File: config.mk
export PLATFORM = sky130hd
export DESIGN_NAME = imq_top
export DESIGN_NICKNAME = d
export VERILOG_FILES = /design/src/design/imq_pkg.sv /design/src/design/imq_lb_if.sv /design/src/design/imq_list_status.sv /design/src/design/imq_lb_engine.sv /design/src/design/imq_top.sv
export SDC_FILE = /design/constraint.sdc
export NUM_CORES = 1
export LEC_CHECK = 0
export BUFFER_PORTS_ARGS = -buffer_cell sky130_fd_sc_hd__buf_2
export CAP_MARGIN = 20
export CORE_AREA = 2 2 197 199
export DETAILED_ROUTE_END_ITERATION = 8
export DIE_AREA = 0 0 199 201
export GPL_TIMING_DRIVEN = 0
export PLACE_DENSITY = 0.81
export SLEW_MARGIN = 20
export SYNTH_ARGS = -nofsm -noshare
export SYNTH_HDL_FRONTEND = slang
export SYNTH_SLANG_ARGS = --single-unit
File: constraint.sdc
create_clock -name sys_clk -period 23.5 [get_ports sys_clk]
set_input_delay 2.35 -clock sys_clk [delete_from_list [all_inputs] [get_ports sys_clk]]
set_output_delay 2.35 -clock sys_clk [all_outputs]
set_load 0.01 [all_outputs]
File: src/design/imq_pkg.sv
// Purpose: Shared constants and types of the message-queue unit
// Assumes: APB register map, 20-bit list pointer offsets
// Notes: Pointer index N sits at PTR_OFS + 4*N
package imq_pkg;
  // Register byte offsets
  localparam logic [11:0] CS_OFS = 12'h000;
  localparam logic [11:0] PTR_OFS = 12'h004;
  localparam logic [11:0] PTR_LAST_OFS = 12'h020;
  localparam logic [11:0] IRQ_STAT_OFS = 12'h024;
  localparam logic [11:0] IRQ_EN_OFS = 12'h028;
  localparam logic [11:0] IRQ_DIR_OFS = 12'h02c;
  localparam logic [11:0] OP_MASK_OFS = 12'h030;
  localparam logic [11:0] OP_STAT_OFS = 12'h034;
  // Field positions
  localparam int CS_EN_BIT = 0;
  localparam int CS_DEPTH_LSB = 1;
  localparam int CS_BASE_LSB = 20;
  localparam int IRQ_IPN_BIT = 0;
  localparam int IRQ_COND_LSB = 2;
  // Sizes
  localparam int PTR_W = 20;
  localparam int NPTR = 8;
  localparam int NLIST = 4;
  // Pointer indices
  localparam logic [2:0] PI_IF_BOT = 3'h0;
  localparam logic [2:0] PI_IF_TOP = 3'h1;
  localparam logic [2:0] PI_IP_TOP = 3'h2;
  localparam logic [2:0] PI_IP_BOT = 3'h3;
  localparam logic [2:0] PI_OF_BOT = 3'h4;
  localparam logic [2:0] PI_OF_TOP = 3'h5;
  localparam logic [2:0] PI_OP_TOP = 3'h6;
  localparam logic [2:0] PI_OP_BOT = 3'h7;
  // List indices: in_free, in_post, out_free, out_post
  localparam logic [1:0] LI_IF = 2'h0;
  localparam logic [1:0] LI_IP = 2'h1;
  localparam logic [1:0] LI_OF = 2'h2;
  localparam logic [1:0] LI_OP = 2'h3;
  localparam logic [2:0] LIST_TOP [NLIST] = '{PI_IF_TOP, PI_IP_TOP, PI_OF_TOP, PI_OP_TOP};
  localparam logic [2:0] LIST_BOT [NLIST] = '{PI_IF_BOT, PI_IP_BOT, PI_OF_BOT, PI_OP_BOT};
  // Queue access kinds {outbound, write}
  localparam logic [1:0] KIND_IN_RD = 2'h0;
  localparam logic [1:0] KIND_IN_WR = 2'h1;
  localparam logic [1:0] KIND_OUT_RD = 2'h2;
  localparam logic [1:0] KIND_OUT_WR = 2'h3;
  // Values
  localparam logic [19:0] PTR_RST = 20'h00000;
  localparam logic [19:0] PTR_STEP = 20'h00004;
  localparam logic [19:0] DEPTH_BYTES_MIN = 20'h00400;
  localparam logic [31:0] EMPTY_WORD = 32'hffff_ffff;

  typedef enum logic [1:0] {
    ST_IDLE = 2'b01,
    ST_LBUS = 2'b10
  } imq_state_t;

  // Advance by one word, wrapping inside the list's aligned block
  function automatic logic [19:0] ptr_step(input logic [19:0] p, input logic [19:0] m);
    ptr_step = (p & ~m) | ((p + PTR_STEP) & m);
  endfunction : ptr_step
endpackage : imq_pkg

File: src/design/imq_lb_if.sv
// Purpose: Request and answer path to the local-bus engine
// Assumes: start and done are one-cycle pulses
// Notes: Engine accepts start only while idle
`timescale 1ns/1ps
`default_nettype none
interface imq_lb_if;
  logic start;
  logic write;
  logic [31:0] addr;
  logic [31:0] wdata;
  logic done;
  logic [31:0] rdata;
  modport ctl (output start, write, addr, wdata, input done, rdata);
  modport eng (input start, write, addr, wdata, output done, rdata);
endinterface : imq_lb_if
`default_nettype wire

File: src/design/imq_list_status.sv
// Purpose: Empty and full judgement for one circular list
// Assumes: Pointers share one aligned block of mask+1 bytes
// Notes: One slot stays unused so equal pointers always mean empty
`timescale 1ns/1ps
`default_nettype none
module imq_list_status (
  input wire logic [19:0] top, // Write-side pointer
  input wire logic [19:0] bottom, // Read-side pointer
  input wire logic [19:0] mask, // List size minus one
  output logic empty, // Nothing to pop
  output logic full // No room to push
);
  // Equal pointers read as empty, never as full
  assign empty = (top == bottom);
  assign full = (imq_pkg::ptr_step(top, mask) == bottom);
endmodule : imq_list_status
`default_nettype wire

File: src/design/imq_lb_engine.sv
// Purpose: Local-bus master for delayed queue reads and writes
// Assumes: lb_ack is a one-cycle answer, lb_rdata valid with it
// Notes: One transfer at a time; start while busy is ignored
`timescale 1ns/1ps
`default_nettype none
module imq_lb_engine (
  input wire logic sys_clk, // Bridge clock
  input wire logic reset, // Async, active high
  imq_lb_if.eng lb, // Queue controller side
  output logic lb_req, // Transfer request, held to ack
  output logic lb_write, // Write when high
  output logic [31:0] lb_addr, // Local address
  output logic [31:0] lb_wdata, // Write data
  input wire logic lb_ack, // Transfer done
  input wire logic [31:0] lb_rdata // Read data at ack
);
  // Request side: hold until the slave answers
  always_ff @(posedge sys_clk or posedge reset) begin
    if (reset) begin
      lb_req <= 1'b0;
      lb_write <= 1'b0;
      lb_addr <= 32'h0;
      lb_wdata <= 32'h0;
    end else if (lb.start && !lb_req) begin
      lb_req <= 1'b1;
      lb_write <= lb.write;
      lb_addr <= lb.addr;
      lb_wdata <= lb.wdata;
    end else if (lb_req && lb_ack) begin
      lb_req <= 1'b0;
    end
  end

  // Answer side: one-cycle done with captured data
  always_ff @(posedge sys_clk or posedge reset) begin
    if (reset) begin
      lb.done <= 1'b0;
      lb.rdata <= 32'h0;
    end else begin
      lb.done <= lb_req && lb_ack;
      if (lb_req && lb_ack) begin
        lb.rdata <= lb_rdata;
      end
    end
  end
endmodule : imq_lb_engine
`default_nettype wire

File: src/design/imq_top.sv
// Purpose: Message-queue unit: queue ports, list pointers, interrupts
// Assumes: Queue requester holds pq_req and its fields until pq_ack
// Notes: APB answers with no wait state; unmapped gives pslverr
`timescale 1ns/1ps
`default_nettype none
module imq_top (
  input wire logic sys_clk, // Bridge clock, 100 MHz
  input wire logic reset, // Async, active high
  input wire logic psel, // APB select
  input wire logic penable, // APB access phase
  input wire logic pwrite, // APB write
  input wire logic [11:0] paddr, // APB byte address
  input wire logic [31:0] pwdata, // APB write data
  output logic [31:0] prdata, // APB read data
  output logic pready, // APB ready
  output logic pslverr, // APB error, unmapped
  input wire logic pq_req, // Queue port access, held to ack
  input wire logic pq_outbound, // 1 outbound port, 0 inbound
  input wire logic pq_write, // 1 write, 0 read
  input wire logic [31:0] pq_wdata, // Frame offset written
  output logic pq_ack, // One-cycle answer
  output logic [31:0] pq_rdata, // Frame offset read
  output logic lb_req, // Local request
  output logic lb_write, // Local write
  output logic [31:0] lb_addr, // Local address
  output logic [31:0] lb_wdata, // Local write data
  input wire logic lb_ack, // Local answer
  input wire logic [31:0] lb_rdata, // Local read data
  output logic pci_irq, // PCI interrupt, high active
  output logic local_irq // Local interrupt, high active
);
  imq_lb_if lbi ();

  imq_pkg::imq_state_t state_q;
  logic [19:0] ptr_q [imq_pkg::NPTR];
  logic [11:0] base_q;
  logic [2:0] depth_q;
  logic en_q;
  logic in_post_new_irq_enable_q;
  logic ipn_flag_q;
  logic op_flag_q;
  logic op_mask_q;
  logic [3:0] cond_en_q;
  logic [3:0] dir_q;
  logic [1:0] kind_q;
  logic [2:0] pidx_q;
  logic [1:0] list_q;
  logic [3:0] empty;
  logic [3:0] full;
  logic [3:0] cond;
  logic [19:0] depth_mask;
  logic [1:0] req_kind;
  logic [2:0] sel_ptr;
  logic [1:0] sel_list;
  logic blocked;
  logic take;
  logic done_ok;
  logic adv;
  logic ipn_set;
  logic apb_setup;
  logic apb_wr;
  logic ptr_hit;
  logic [2:0] apb_idx;
  logic [31:0] rd_data;

  // Address decode shared by read-data and error paths
  function automatic logic mapped(input logic [11:0] a);
    mapped = (a[1:0] == 2'h0) && (a <= imq_pkg::OP_STAT_OFS);
  endfunction : mapped

  // List size as a byte mask
  assign depth_mask = (imq_pkg::DEPTH_BYTES_MIN << depth_q) - 20'h1;

  // Per-list empty and full
  for (genvar g = 0; g < imq_pkg::NLIST; g++) begin : g_list
    imq_list_status u_stat (
      .top(ptr_q[imq_pkg::LIST_TOP[g]]),
      .bottom(ptr_q[imq_pkg::LIST_BOT[g]]),
      .mask(depth_mask),
      .empty(empty[g]),
      .full(full[g])
    );
  end

  // Interrupt conditions: in-free empty, out-free empty, in-post full, out-free full
  assign cond = {full[imq_pkg::LI_OF], full[imq_pkg::LI_IP],
                 empty[imq_pkg::LI_OF], empty[imq_pkg::LI_IF]};

  // Local-bus engine
  imq_lb_engine u_eng (
    .sys_clk(sys_clk),
    .reset(reset),
    .lb(lbi.eng),
    .lb_req(lb_req),
    .lb_write(lb_write),
    .lb_addr(lb_addr),
    .lb_wdata(lb_wdata),
    .lb_ack(lb_ack),
    .lb_rdata(lb_rdata)
  );

  // Which pointer and list a queue access uses
  assign req_kind = {pq_outbound, pq_write};
  always_comb begin
    case (req_kind)
      imq_pkg::KIND_IN_RD: begin
        sel_ptr = imq_pkg::PI_IF_BOT;
        sel_list = imq_pkg::LI_IF;
      end
      imq_pkg::KIND_IN_WR: begin
        sel_ptr = imq_pkg::PI_IP_TOP;
        sel_list = imq_pkg::LI_IP;
      end
      imq_pkg::KIND_OUT_RD: begin
        sel_ptr = imq_pkg::PI_OP_BOT;
        sel_list = imq_pkg::LI_OP;
      end
      default: begin
        sel_ptr = imq_pkg::PI_OF_TOP;
        sel_list = imq_pkg::LI_OF;
      end
    endcase
  end

  // Reads stop on empty, writes on full; a disabled unit refuses all
  assign blocked = !en_q || (pq_write ? full[sel_list] : empty[sel_list]);
  assign take = pq_req && (state_q == imq_pkg::ST_IDLE) && !pq_ack;
  // Checked again at completion, since software may move pointers meanwhile
  assign done_ok = kind_q[0] ? !full[list_q] : !empty[list_q];
  assign adv = (state_q == imq_pkg::ST_LBUS) && lbi.done && done_ok;
  assign ipn_set = adv && (kind_q == imq_pkg::KIND_IN_WR);

  // Queue sequencer: refused accesses answer at once, others after the local transfer
  always_ff @(posedge sys_clk or posedge reset) begin
    if (reset) begin
      state_q <= imq_pkg::ST_IDLE;
      kind_q <= 2'h0;
      pidx_q <= 3'h0;
      list_q <= 2'h0;
      pq_ack <= 1'b0;
      pq_rdata <= 32'h0;
      lbi.start <= 1'b0;
      lbi.write <= 1'b0;
      lbi.addr <= 32'h0;
      lbi.wdata <= 32'h0;
    end else begin
      pq_ack <= 1'b0;
      lbi.start <= 1'b0;
      case (state_q)
        imq_pkg::ST_IDLE: begin
          if (take && blocked) begin
            pq_ack <= 1'b1;
            pq_rdata <= imq_pkg::EMPTY_WORD;
          end else if (take) begin
            kind_q <= req_kind;
            pidx_q <= sel_ptr;
            list_q <= sel_list;
            lbi.start <= 1'b1;
            lbi.write <= pq_write;
            lbi.addr <= {base_q, ptr_q[sel_ptr]};
            lbi.wdata <= pq_wdata;
            state_q <= imq_pkg::ST_LBUS;
          end
        end
        imq_pkg::ST_LBUS: begin
          if (lbi.done) begin
            pq_ack <= 1'b1;
            pq_rdata <= kind_q[0] ? 32'h0 : lbi.rdata;
            state_q <= imq_pkg::ST_IDLE;
          end
        end
        default: begin
          state_q <= imq_pkg::ST_IDLE;
        end
      endcase
    end
  end

  // APB phases; access completes one cycle after setup
  assign apb_setup = psel && !penable;
  assign apb_wr = psel && penable && pready && pwrite;
  assign ptr_hit = (paddr >= imq_pkg::PTR_OFS) && (paddr <= imq_pkg::PTR_LAST_OFS);
  assign apb_idx = 3'((paddr - imq_pkg::PTR_OFS) >> 2);

  // Eight pointers; a hardware advance beats a same-cycle software write
  always_ff @(posedge sys_clk or posedge reset) begin
    if (reset) begin
      for (int i = 0; i < imq_pkg::NPTR; i++) begin
        ptr_q[i] <= imq_pkg::PTR_RST;
      end
    end else begin
      if (apb_wr && ptr_hit && (paddr[1:0] == 2'h0)) begin
        ptr_q[apb_idx] <= pwdata[19:0];
      end
      if (adv) begin
        ptr_q[pidx_q] <= imq_pkg::ptr_step(ptr_q[pidx_q], depth_mask);
      end
    end
  end

  // Control and enable registers
  always_ff @(posedge sys_clk or posedge reset) begin
    if (reset) begin
      base_q <= 12'h0;
      depth_q <= 3'h0;
      en_q <= 1'b0;
      in_post_new_irq_enable_q <= 1'b0;
      cond_en_q <= 4'h0;
      dir_q <= 4'h0;
      op_mask_q <= 1'b0;
    end else if (apb_wr) begin
      case (paddr)
        imq_pkg::CS_OFS: begin
          base_q <= pwdata[imq_pkg::CS_BASE_LSB +: 12];
          depth_q <= pwdata[imq_pkg::CS_DEPTH_LSB +: 3];
          en_q <= pwdata[imq_pkg::CS_EN_BIT];
        end
        imq_pkg::IRQ_EN_OFS: begin
          in_post_new_irq_enable_q <= pwdata[imq_pkg::IRQ_IPN_BIT];
          cond_en_q <= pwdata[imq_pkg::IRQ_COND_LSB +: 4];
        end
        imq_pkg::IRQ_DIR_OFS: begin
          dir_q <= pwdata[imq_pkg::IRQ_COND_LSB +: 4];
        end
        imq_pkg::OP_MASK_OFS: begin
          op_mask_q <= pwdata[0];
        end
        default: begin
        end
      endcase
    end
  end

  // New-entry flag: a set in the clearing cycle survives
  always_ff @(posedge sys_clk or posedge reset) begin
    if (reset) begin
      ipn_flag_q <= 1'b0;
    end else if (ipn_set) begin
      ipn_flag_q <= 1'b1;
    end else if (apb_wr && (paddr == imq_pkg::IRQ_STAT_OFS) && pwdata[imq_pkg::IRQ_IPN_BIT]) begin
      ipn_flag_q <= 1'b0;
    end
  end

  // Out-post flag follows list occupancy, so it drops after the last pop
  always_ff @(posedge sys_clk or posedge reset) begin
    if (reset) begin
      op_flag_q <= 1'b0;
    end else begin
      op_flag_q <= !empty[imq_pkg::LI_OP];
    end
  end

  // Interrupt lines; direction bit 1 steers a condition to PCI
  always_ff @(posedge sys_clk or posedge reset) begin
    if (reset) begin
      pci_irq <= 1'b0;
      local_irq <= 1'b0;
    end else begin
      pci_irq <= (op_flag_q && !op_mask_q) || |(cond & cond_en_q & dir_q);
      local_irq <= (ipn_flag_q && in_post_new_irq_enable_q) || |(cond & cond_en_q & ~dir_q);
    end
  end

  // Read mux; reserved bits read zero
  always_comb begin
    rd_data = 32'h0;
    if (ptr_hit) begin
      rd_data = {base_q, ptr_q[apb_idx]};
    end else begin
      case (paddr)
        imq_pkg::CS_OFS: rd_data = {base_q, 4'h0, full, empty, 4'h0, depth_q, en_q};
        imq_pkg::IRQ_STAT_OFS: rd_data = {26'h0, cond, op_flag_q, ipn_flag_q};
        imq_pkg::IRQ_EN_OFS: rd_data = {26'h0, cond_en_q, 1'b0, in_post_new_irq_enable_q};
        imq_pkg::IRQ_DIR_OFS: rd_data = {26'h0, dir_q, 2'h0};
        imq_pkg::OP_MASK_OFS: rd_data = {31'h0, op_mask_q};
        imq_pkg::OP_STAT_OFS: rd_data = {31'h0, op_flag_q};
        default: rd_data = 32'h0;
      endcase
    end
  end

  // APB answer: data and error sampled at setup, held through access
  always_ff @(posedge sys_clk or posedge reset) begin
    if (reset) begin
      pready <= 1'b0;
      pslverr <= 1'b0;
      prdata <= 32'h0;
    end else begin
      pready <= apb_setup;
      pslverr <= apb_setup && !mapped(paddr);
      if (apb_setup) begin
        prdata <= (pwrite || !mapped(paddr)) ? 32'h0 : rd_data;
      end
    end
  end
endmodule : imq_top
`default_nettype wire

==> key figures, run 1 <==
CTS
  • Cts bufs inserted: 46
  • H-tree depth: 2
  • CTS max path bufs: 3
  • Clk sinks: 427
  • CTS resizes: 0
  • Root Buffer: clkbuf_16
  • Clk_lat worst skew: 0.61 ns
  • Clk pin slew, worst setup/hold paths: 0.06 ns
  • CTS tree: built
  • Hold Buf Count CTS: 0
  • Post-CTS Setup Repair Bufs: 0

Yosys
  • Top cell type's share of synthesized area: 0.4744
  • Post-synthesis register bit count: 427
  • Synth async-reset ratio: 1.000
  • Cell count after synthesis: 1994
  • Syn_nets: 2125
  • Synth Flop Type: dfrtp_1
  • Top cells by area, synth: dfrtp_1, mux2_2, mux4_2
  • Unique masters post-synth: 78
  • Ys Warns: 0
  • EDFF count, synth: 0
  • Sequential cell area fraction in the yosys report: 0.4756
  • Synthesized area per cell: 11.27 µm²
  • Synthesized area: 22470 µm²
  • Cell taking the most area after synthesis: dfrtp_1

Die
  • I/O pin count: 252
  • Core region area: 38110 µm²
  • Die W: 199 µm
  • Initial Utilization: 0.5897
  • FP Rows: 72
  • Die area: 40000 µm²
  • Die Ht: 201 µm

Detailed routing
  • DR vias/cell: 6.722
  • Post-Route WL: 80300 µm
  • Vias: 19.19k
  • DRT Pass-1 Iters: 5
  • # DRC: 0
  • Post-route antenna net violation count: 0
  • DR iter-0 viols: 2502
  • DR WL/cell: 28.13 µm

Placed design
  • Dpl cell area: 24520 µm²
  • Placed cells: 2766
  • I/O Buffers: 247
  • Gpl congestion: 1.092
  • Hpwl dp: 57720 µm

Timing
  • Worst-Margin Slew: 1.324 ns
  • Max-slew headroom: 0.1090
  • Unrepaired setup endpoints after global routing: false
  • Minimum clock period: 5.706 ns
  • Setup_tns: 0 ns
  • Final Hold Vio Count: 0
  • Pins Over Slew Limit: 0
  • Setup violators final: 0
  • Fmax: 175.3 MHz
  • Tcrit/Tclk final: 0.2428
  • Fin Clk Skew: 0.02774 ns

Cells and area
  • Share of layout cells above drive strength 1: 0.3167
  • Layout area overhead: 15.84%
  • Post-route cell area: 26030 µm²
  • Finished Layout Cells: 2855
  • Final nets: 2427

Worst setup path
  • Required @ worst endpoint: 23.95 ns
  • Setup crit start kind: input port
  • Arrival time at the worst endpoint: 6.16 ns
  • Crit end category: flip-flop
  • Worst Path Max Fanout: 10
  • WS Path Type: input port to flip-flop

Power and ir drop
  • Peak VDD IR: 0.06330 mV
  • Pwr/cell area: 62.60 nW/µm²
  • Pleak: 0.01246 µW

Global route
  • Initial antenna violation count: 9
  • First-pass GRT wire length: 119100 µm
  • GRT overflow: 0
  • Tot GR Track Use: 0.4054
  • Vias in the first global route: 19.45k
  • Pin count of the biggest net entering global routing: 109

Outcome
  • Status: finished clean

Min path
  • Hold WC Path Type: flip-flop to flip-flop

Job
  • Maxcap violations: 0
==> where the power goes <==
group / internal (µW) / total [µW] / switching (µW)
Combinational: 49.8 / 145 / 95.3
Clock: 417 / 730 / 314
Sequential: 747 / 754 / 7.26
==> cells by family (layout without fill, tap and decap cells) <==
group                      Yosys count  after routing  synth area share
and+or+nand+nor                    445            445            0.1017
buffers and inverters              195            528           0.03586
xor gates and xnor gates           127            127           0.05050
AOI/OAI and AO/OA                  371            371            0.1057
adders and majority gates           14             14          0.007796
other                                0             10                 0
DFF                                427            427            0.4756
muxes                              415            415            0.2228
==> final timing paths <==
path | depth (start not counted) | slack [ns] | end | startpoint
setup / recovery | 15 | 17.79 | ptr_q[19] | paddr[2]
hold / removal | 2 | 0.48 | prdata[12] | prdata[12]
setup reg to reg | 11 | 18.62 | ptr_q[143] | ptr_q[157]
hold reg to reg | 2 | 0.48 | prdata[12] | prdata[12]
max in group asynchronous | 5 | 19.96 | ptr_q[41] | reset
min in group asynchronous | 2 | 1.80 | lbi.wdata[5] | reset
==> cell usage after synthesis (all sizes together) (25+ instances only) <==
master  number
o22ai       71
buf         39
mux2i       49
nand2      104
nand4       25
nand3       43
mux2       331
inv         52
xnor2       55
mux4        35
xor2        71
o21ai      104
clkbuf     104
nor3        28
dfrtp      426
nor2       101
nor4        40
a21oi       77
==> registers in the layout (all words and copies together), names as in the netlist, 2 cells and up <==
name and cells:
base_q 12, pidx_q 2, cond_en_q 4, depth_q 3, ptr_q 160, dir_q 4
u_eng.lb.rdata 32, u_eng.lb_wdata 32, u_eng.lb_addr 32, prdata 32, state_q 2, kind_q 2
lbi.addr 32, pq_rdata 32, lbi.wdata 32
==> worst max-delay path: stages <==
cell	delay, ns
buf_2	0.18
inv_1	0.13
ha_1	0.27
nor2b_1	0.16
mux2i_1	0.17
o32ai_1	0.11
and2_0	0.18
clkbuf_1	0.17
and3_1	0.20
clkbuf_1	0.23
nand3_1	0.20
buf_2	0.49
clkbuf_1	0.87
mux2i_1	0.31
mux2i_1	0.11
==> cells in the final DEF (no fill, tap or decap), types with 10 or more instances in the layout <==
cell,instances
clkbuf_1,110
nand4_1,25
nand2_1,104
o21ai_0,103
or3_1,11
nor2_1,101
nor3_1,28
dfrtp_1,426
and3_1,21
xor2_1,71
diode_2,10
a21oi_1,77
o22ai_1,71
and2_1,14
mux2_2,318
nor4_1,38
xnor2_1,54
mux2i_1,49
nand3_1,43
a22o_1,19
buf_2,275
inv_1,51
mux4_2,35
clkbuf_16,47
ha_1,14
mux2_1,13
==> final cells by class <==
class,count,area [µm²]
Sequential cell,427,10690
Buffer,143,611.8
Multi-Input combinational cell,1372,11000
Clock inverter,18,209.0
Timing Repair Buffer,254,1366
Clock buffer,61,1279
Antenna cell,10,25.02
Inverter,52,202.7
Fill cell,2863,12080
Tap cell,518,648.1
==> metrics by stage <==
step | power (µW) | hold WS (ns) | setup WS, ns | util
6_report | 1630 | 0.4782 | 17.79 | 0.6831
5_1_grt | 1673 | 0.5000 | 17.73 | 0.6828
4_1_cts | 1625 | 0.4821 | 18.02 | 0.6824
3_5_place_dp | 905.3 | 0.4684 | 17.48 | 0.6434
3_3_place_gp | 900.1 | 0.4600 | 5.171 | 0.6391
2_1_floorplan | 849.5 | 0.4296 | 9.262 | -
==> layer usage <==
metal  GRT usage  share of wire  up-vias
li1            -              -     7946
met1      0.5156           0.37     9507
met2      0.6091           0.44     1394
met3      0.1400           0.13      340
met4      0.2196          0.060        4
met5           0        0.00026        -
No activity file was read; power rests on OpenSTA's default activity.
==> run 2: changes to the inputs <==
- ABC_AREA: not set -> 1
- CORE_AREA: 2 2 197 199 -> 2 2 204 206
- DIE_AREA: 0 0 199 201 -> 0 0 206 208
- clock period: 23.5 -> 6 ns (I/O delays scaled with it)
==> run 2 against run 1 <==
  * First-iteration DRC count rose by 75%
  * Synthesized cell count rose by 60%
  * Worst setup slack got worse by 16 ns
  * Clock skew rose by 0.0087 ns
  * Critical path type unchanged
==> key figures, run 2 <==
Die
  • Die Ht: 208 µm (was 201 µm)
  • Die W: 206 µm (was 199 µm)
  • FP Rows: 74 (was 72)
  • Initial Utilization: 0.5962 (was 0.5897)
  • Core region area: 40550 µm² (was 38110 µm²)
  • Die area: 42850 µm² (was 40000 µm²)
  • I/O pin count: 252 (unchanged)

Global route
  • Pin count of the biggest net entering global routing: 37 (was 109)
  • Vias in the first global route: 25.10k (was 19.45k)
  • Tot GR Track Use: 0.5082 (was 0.4054)
  • First-pass GRT wire length: 159100 µm (was 119100 µm)
  • Initial antenna violation count: 7 (was 9)
  • GRT overflow: 0 (unchanged)

Placed design
  • Setup Slack @ Placement: 1.606 ns (was 17.48 ns)
  • I/O Buffers: 237 (was 247)
  • Placed cells: 3969 (was 2766)
  • Gpl congestion: 1.116 (was 1.092)
  • Hpwl dp: 79010 µm (was 57720 µm)

Detailed routing
  • DR iter-0 viols: 4384 (was 2502)
  • Post-route antenna net violation count: 0 (unchanged)
  • DR WL/cell: 27.12 µm (was 28.13 µm)
  • Vias: 26.14k (was 19.19k)
  • Post-Route WL: 110100 µm (was 80300 µm)
  • DRT Pass-1 Iters: 8 (was 5)
  • # DRC: 0 (unchanged)
  • DR vias/cell: 6.441 (was 6.722)

Job
  • Maxcap violations: 0 (unchanged)

Yosys
  • Syn_nets: 3318 (was 2125)
  • Top cells by area, synth: dfrtp_1, nand2_1, o21ai_0 (was dfrtp_1, mux2_2, mux4_2)
  • Synth Flop Type: dfrtp_1 (unchanged)
  • Sequential cell area fraction in the yosys report: 0.4420 (was 0.4756)
  • Post-synthesis register bit count: 427 (unchanged)
  • Top-count cell post-synth: nand2_1 (was dfrtp_1)
  • EDFF count, synth: 0 (unchanged)
  • Synthesized area: 24180 µm² (was 22470 µm²)
  • Cell count after synthesis: 3187 (was 1994)
  • Commonest cells post-synth: nand2_1, dfrtp_1, inv_1 (was dfrtp_1, mux2_2, nand2_1)
  • Synthesized area per cell: 7.587 µm² (was 11.27 µm²)
  • Top cell type's share of synthesized area: 0.4409 (was 0.4744)
  • Synth async-reset ratio: 1.000 (unchanged)
  • Ys Warns: 0 (unchanged)
  • Cell taking the most area after synthesis: dfrtp_1 (unchanged)
  • Unique masters post-synth: 58 (was 78)

Worst setup path
  • Crit path from: paddr[2] (unchanged)
  • Worst Path Max Fanout: 10 (unchanged)
  • R2r startpoint: ptr_q[103] (was ptr_q[157])
  • Crit end category: flip-flop (unchanged)
  • Arrival time at the worst endpoint: 4.52 ns (was 6.16 ns)
  • Required @ worst endpoint: 6.56 ns (was 23.95 ns)
  • Setup crit start kind: input port (unchanged)
  • WS Path Type: input port to flip-flop (unchanged)

Cells and area
  • Final core utilization: 0.6900 (was 0.6831)
  • Finished Layout Cells: 4059 (was 2855)
  • Share of layout cells above drive strength 1: 0.1516 (was 0.3167)
  • Fill cells: 3162 (was 2863)
  • Layout area overhead: 15.73% (was 15.84%)
  • Max reg flops: 160 (unchanged)
  • Reg with most FFs: ptr_q (unchanged)
  • Most common cell after layout, fill and taps aside: nand2_1 (was dfrtp_1)
  • Commonest non-fill, non-tap cells in the layout: nand2_1, dfrtp_1, inv_1, o21ai_0, buf_2 (was dfrtp_1, mux2_2, buf_2, clkbuf_1, nand2_1)
  • Final nets: 3617 (was 2427)

Power and ir drop
  • Clock power share: 0.431 (was 0.448)
  • Peak VDD IR: 0.2176 mV (was 0.06330 mV)
  • Pwr/cell area: 261.0 nW/µm² (was 62.60 nW/µm²)
  • P_sw: 2126 µW (was 416.1 µW)
  • Overall Power: 7304 µW (was 1630 µW)
  • Net Sw Frac: 0.2911 (was 0.2554)
  • Internal power: 5178 µW (was 1213 µW)
  • Comb pwr share: 0.142 (was 0.089)
  • Seq pwr share: 0.427 (was 0.463)
  • Pleak: 0.01503 µW (was 0.01246 µW)

Timing
  • Setup_tns: 0 ns (unchanged)
  • Final Hold Vio Count: 0 (unchanged)
  • Fin Clk Skew: 0.03645 ns (was 0.02774 ns)
  • Final worst setup slack: 2.041 ns (was 17.79 ns)
  • Tcrit/Tclk final: 0.6599
  • Minimum clock period: 3.959 ns
  • Setup violators final: 0 (unchanged)
  • Fmax: 252.6 MHz
  • Max-slew headroom: 0.1623 (was 0.1090)
  • Worst-Margin Slew: 1.257 ns (was 1.324 ns)
  • Unrepaired setup endpoints after global routing: false (unchanged)
  • Pins Over Slew Limit: 0 (unchanged)

CTS
  • H-tree depth: 2 (unchanged)
  • Cts bufs inserted: 46 (unchanged)
  • CTS tree: built (unchanged)
  • Clk pin slew, worst setup/hold paths: 0.06 ns (about the same)
  • Root Buffer: clkbuf_16 (unchanged)
  • CTS max path bufs: 3 (unchanged)
  • Post-CTS Setup Repair Bufs: 0 (unchanged)
  • CTS resizes: 0 (unchanged)
  • Hold Buf Count CTS: 0 (unchanged)
  • Clk sinks: 427 (unchanged)
  • Clk_lat worst skew: 0.63 ns (was 0.61 ns)

Outcome
  • Status: finished clean (unchanged)

Min path
  • Hold WC Path Type: input port to async pin (was flip-flop to flip-flop)
## run 2: metrics by stage
stage / hold slack [ns] / instance area (µm²)
floorplan: 0.4492 / 24180
global placement: 0.4475 / 26040
detailed placement: 0.4587 / 26300
CTS: 0.1200 / 27940
global route: 0.1389 / 27980
finish: 0.08959 / 27980
## run 2: critical path: stages
cell,delay (ns)
buf_2,0.20
inv_1,0.20
ha_1,0.29
xnor2_1,0.47
inv_1,0.18
nand3_1,0.53
clkbuf_1,0.64
o22ai_1,0.25
o41ai_2,0.74
nand3_1,0.25
nand2_1,0.13
## run 2: per-layer routing
| metal | up-vias | GRT usage | wire length, µm |
|---|---|---|---|
| met5 | - | 0 | 15 |
| met4 | 2 | 0.3938 | 10680 |
| met3 | 641 | 0.1626 | 15070 |
| met2 | 2221 | 0.7340 | 45720 |
| met1 | 12300 | 0.6280 | 38620 |
| li1 | 10980 | - | - |
## run 2: layout make-up
type                    instances  area (µm²)  share of cell area
diodes                          4       10.01           0.0003577
plain buffers                 173       888.4             0.03175
clock buffers                  65        1373             0.04905
clock inverters                20       267.8            0.009569
inverters                     409        1540             0.05504
multi-input cells            2178       11090              0.3962
flip-flops and latches        427       10690              0.3819
well taps                     532       665.6             0.02379
repair buffers                251        1465             0.05236
## run 2: logic make-up after synthesis
logic type	Yosys count	synth area share
AND/OR/NAND/NOR	1282	0.2195
AO/OA/AOI/OAI	737	0.1724
buffers and inverters	582	0.1002
flip-flops	427	0.4420
XOR/XNOR	81	0.02965
multiplexers	64	0.02898
adder cells (fa/ha/maj)	14	0.007245
## run 2: worst paths after layout
| kind | endpoint | slack [ns] | cells after the start |
|---|---|---|---|
| max | prdata[1] | 2.04 | 11 |
| min | u_eng.lb_addr[0] | 0.09 | 2 |
| max reg2reg | ptr_q[48] | 2.28 | 17 |
| min reg2reg | u_eng.lb_addr[0] | 0.48 | 2 |
| max in group asynchronous | state_q[0] | 4.26 | 7 |
| min in group sys_clk | u_eng.lb.rdata[28] | 0.17 | 3 |
## run 2: power by group through the flow
stage	logic, µW	clock network [µW]	registers (µW)
final	1040	3150	3120
after floorplan	502	0	3210
after detailed placement	959	0	3160
after global placement	884	0	3160
after global routing	1110	3240	3120
after CTS	1000	3100	3110
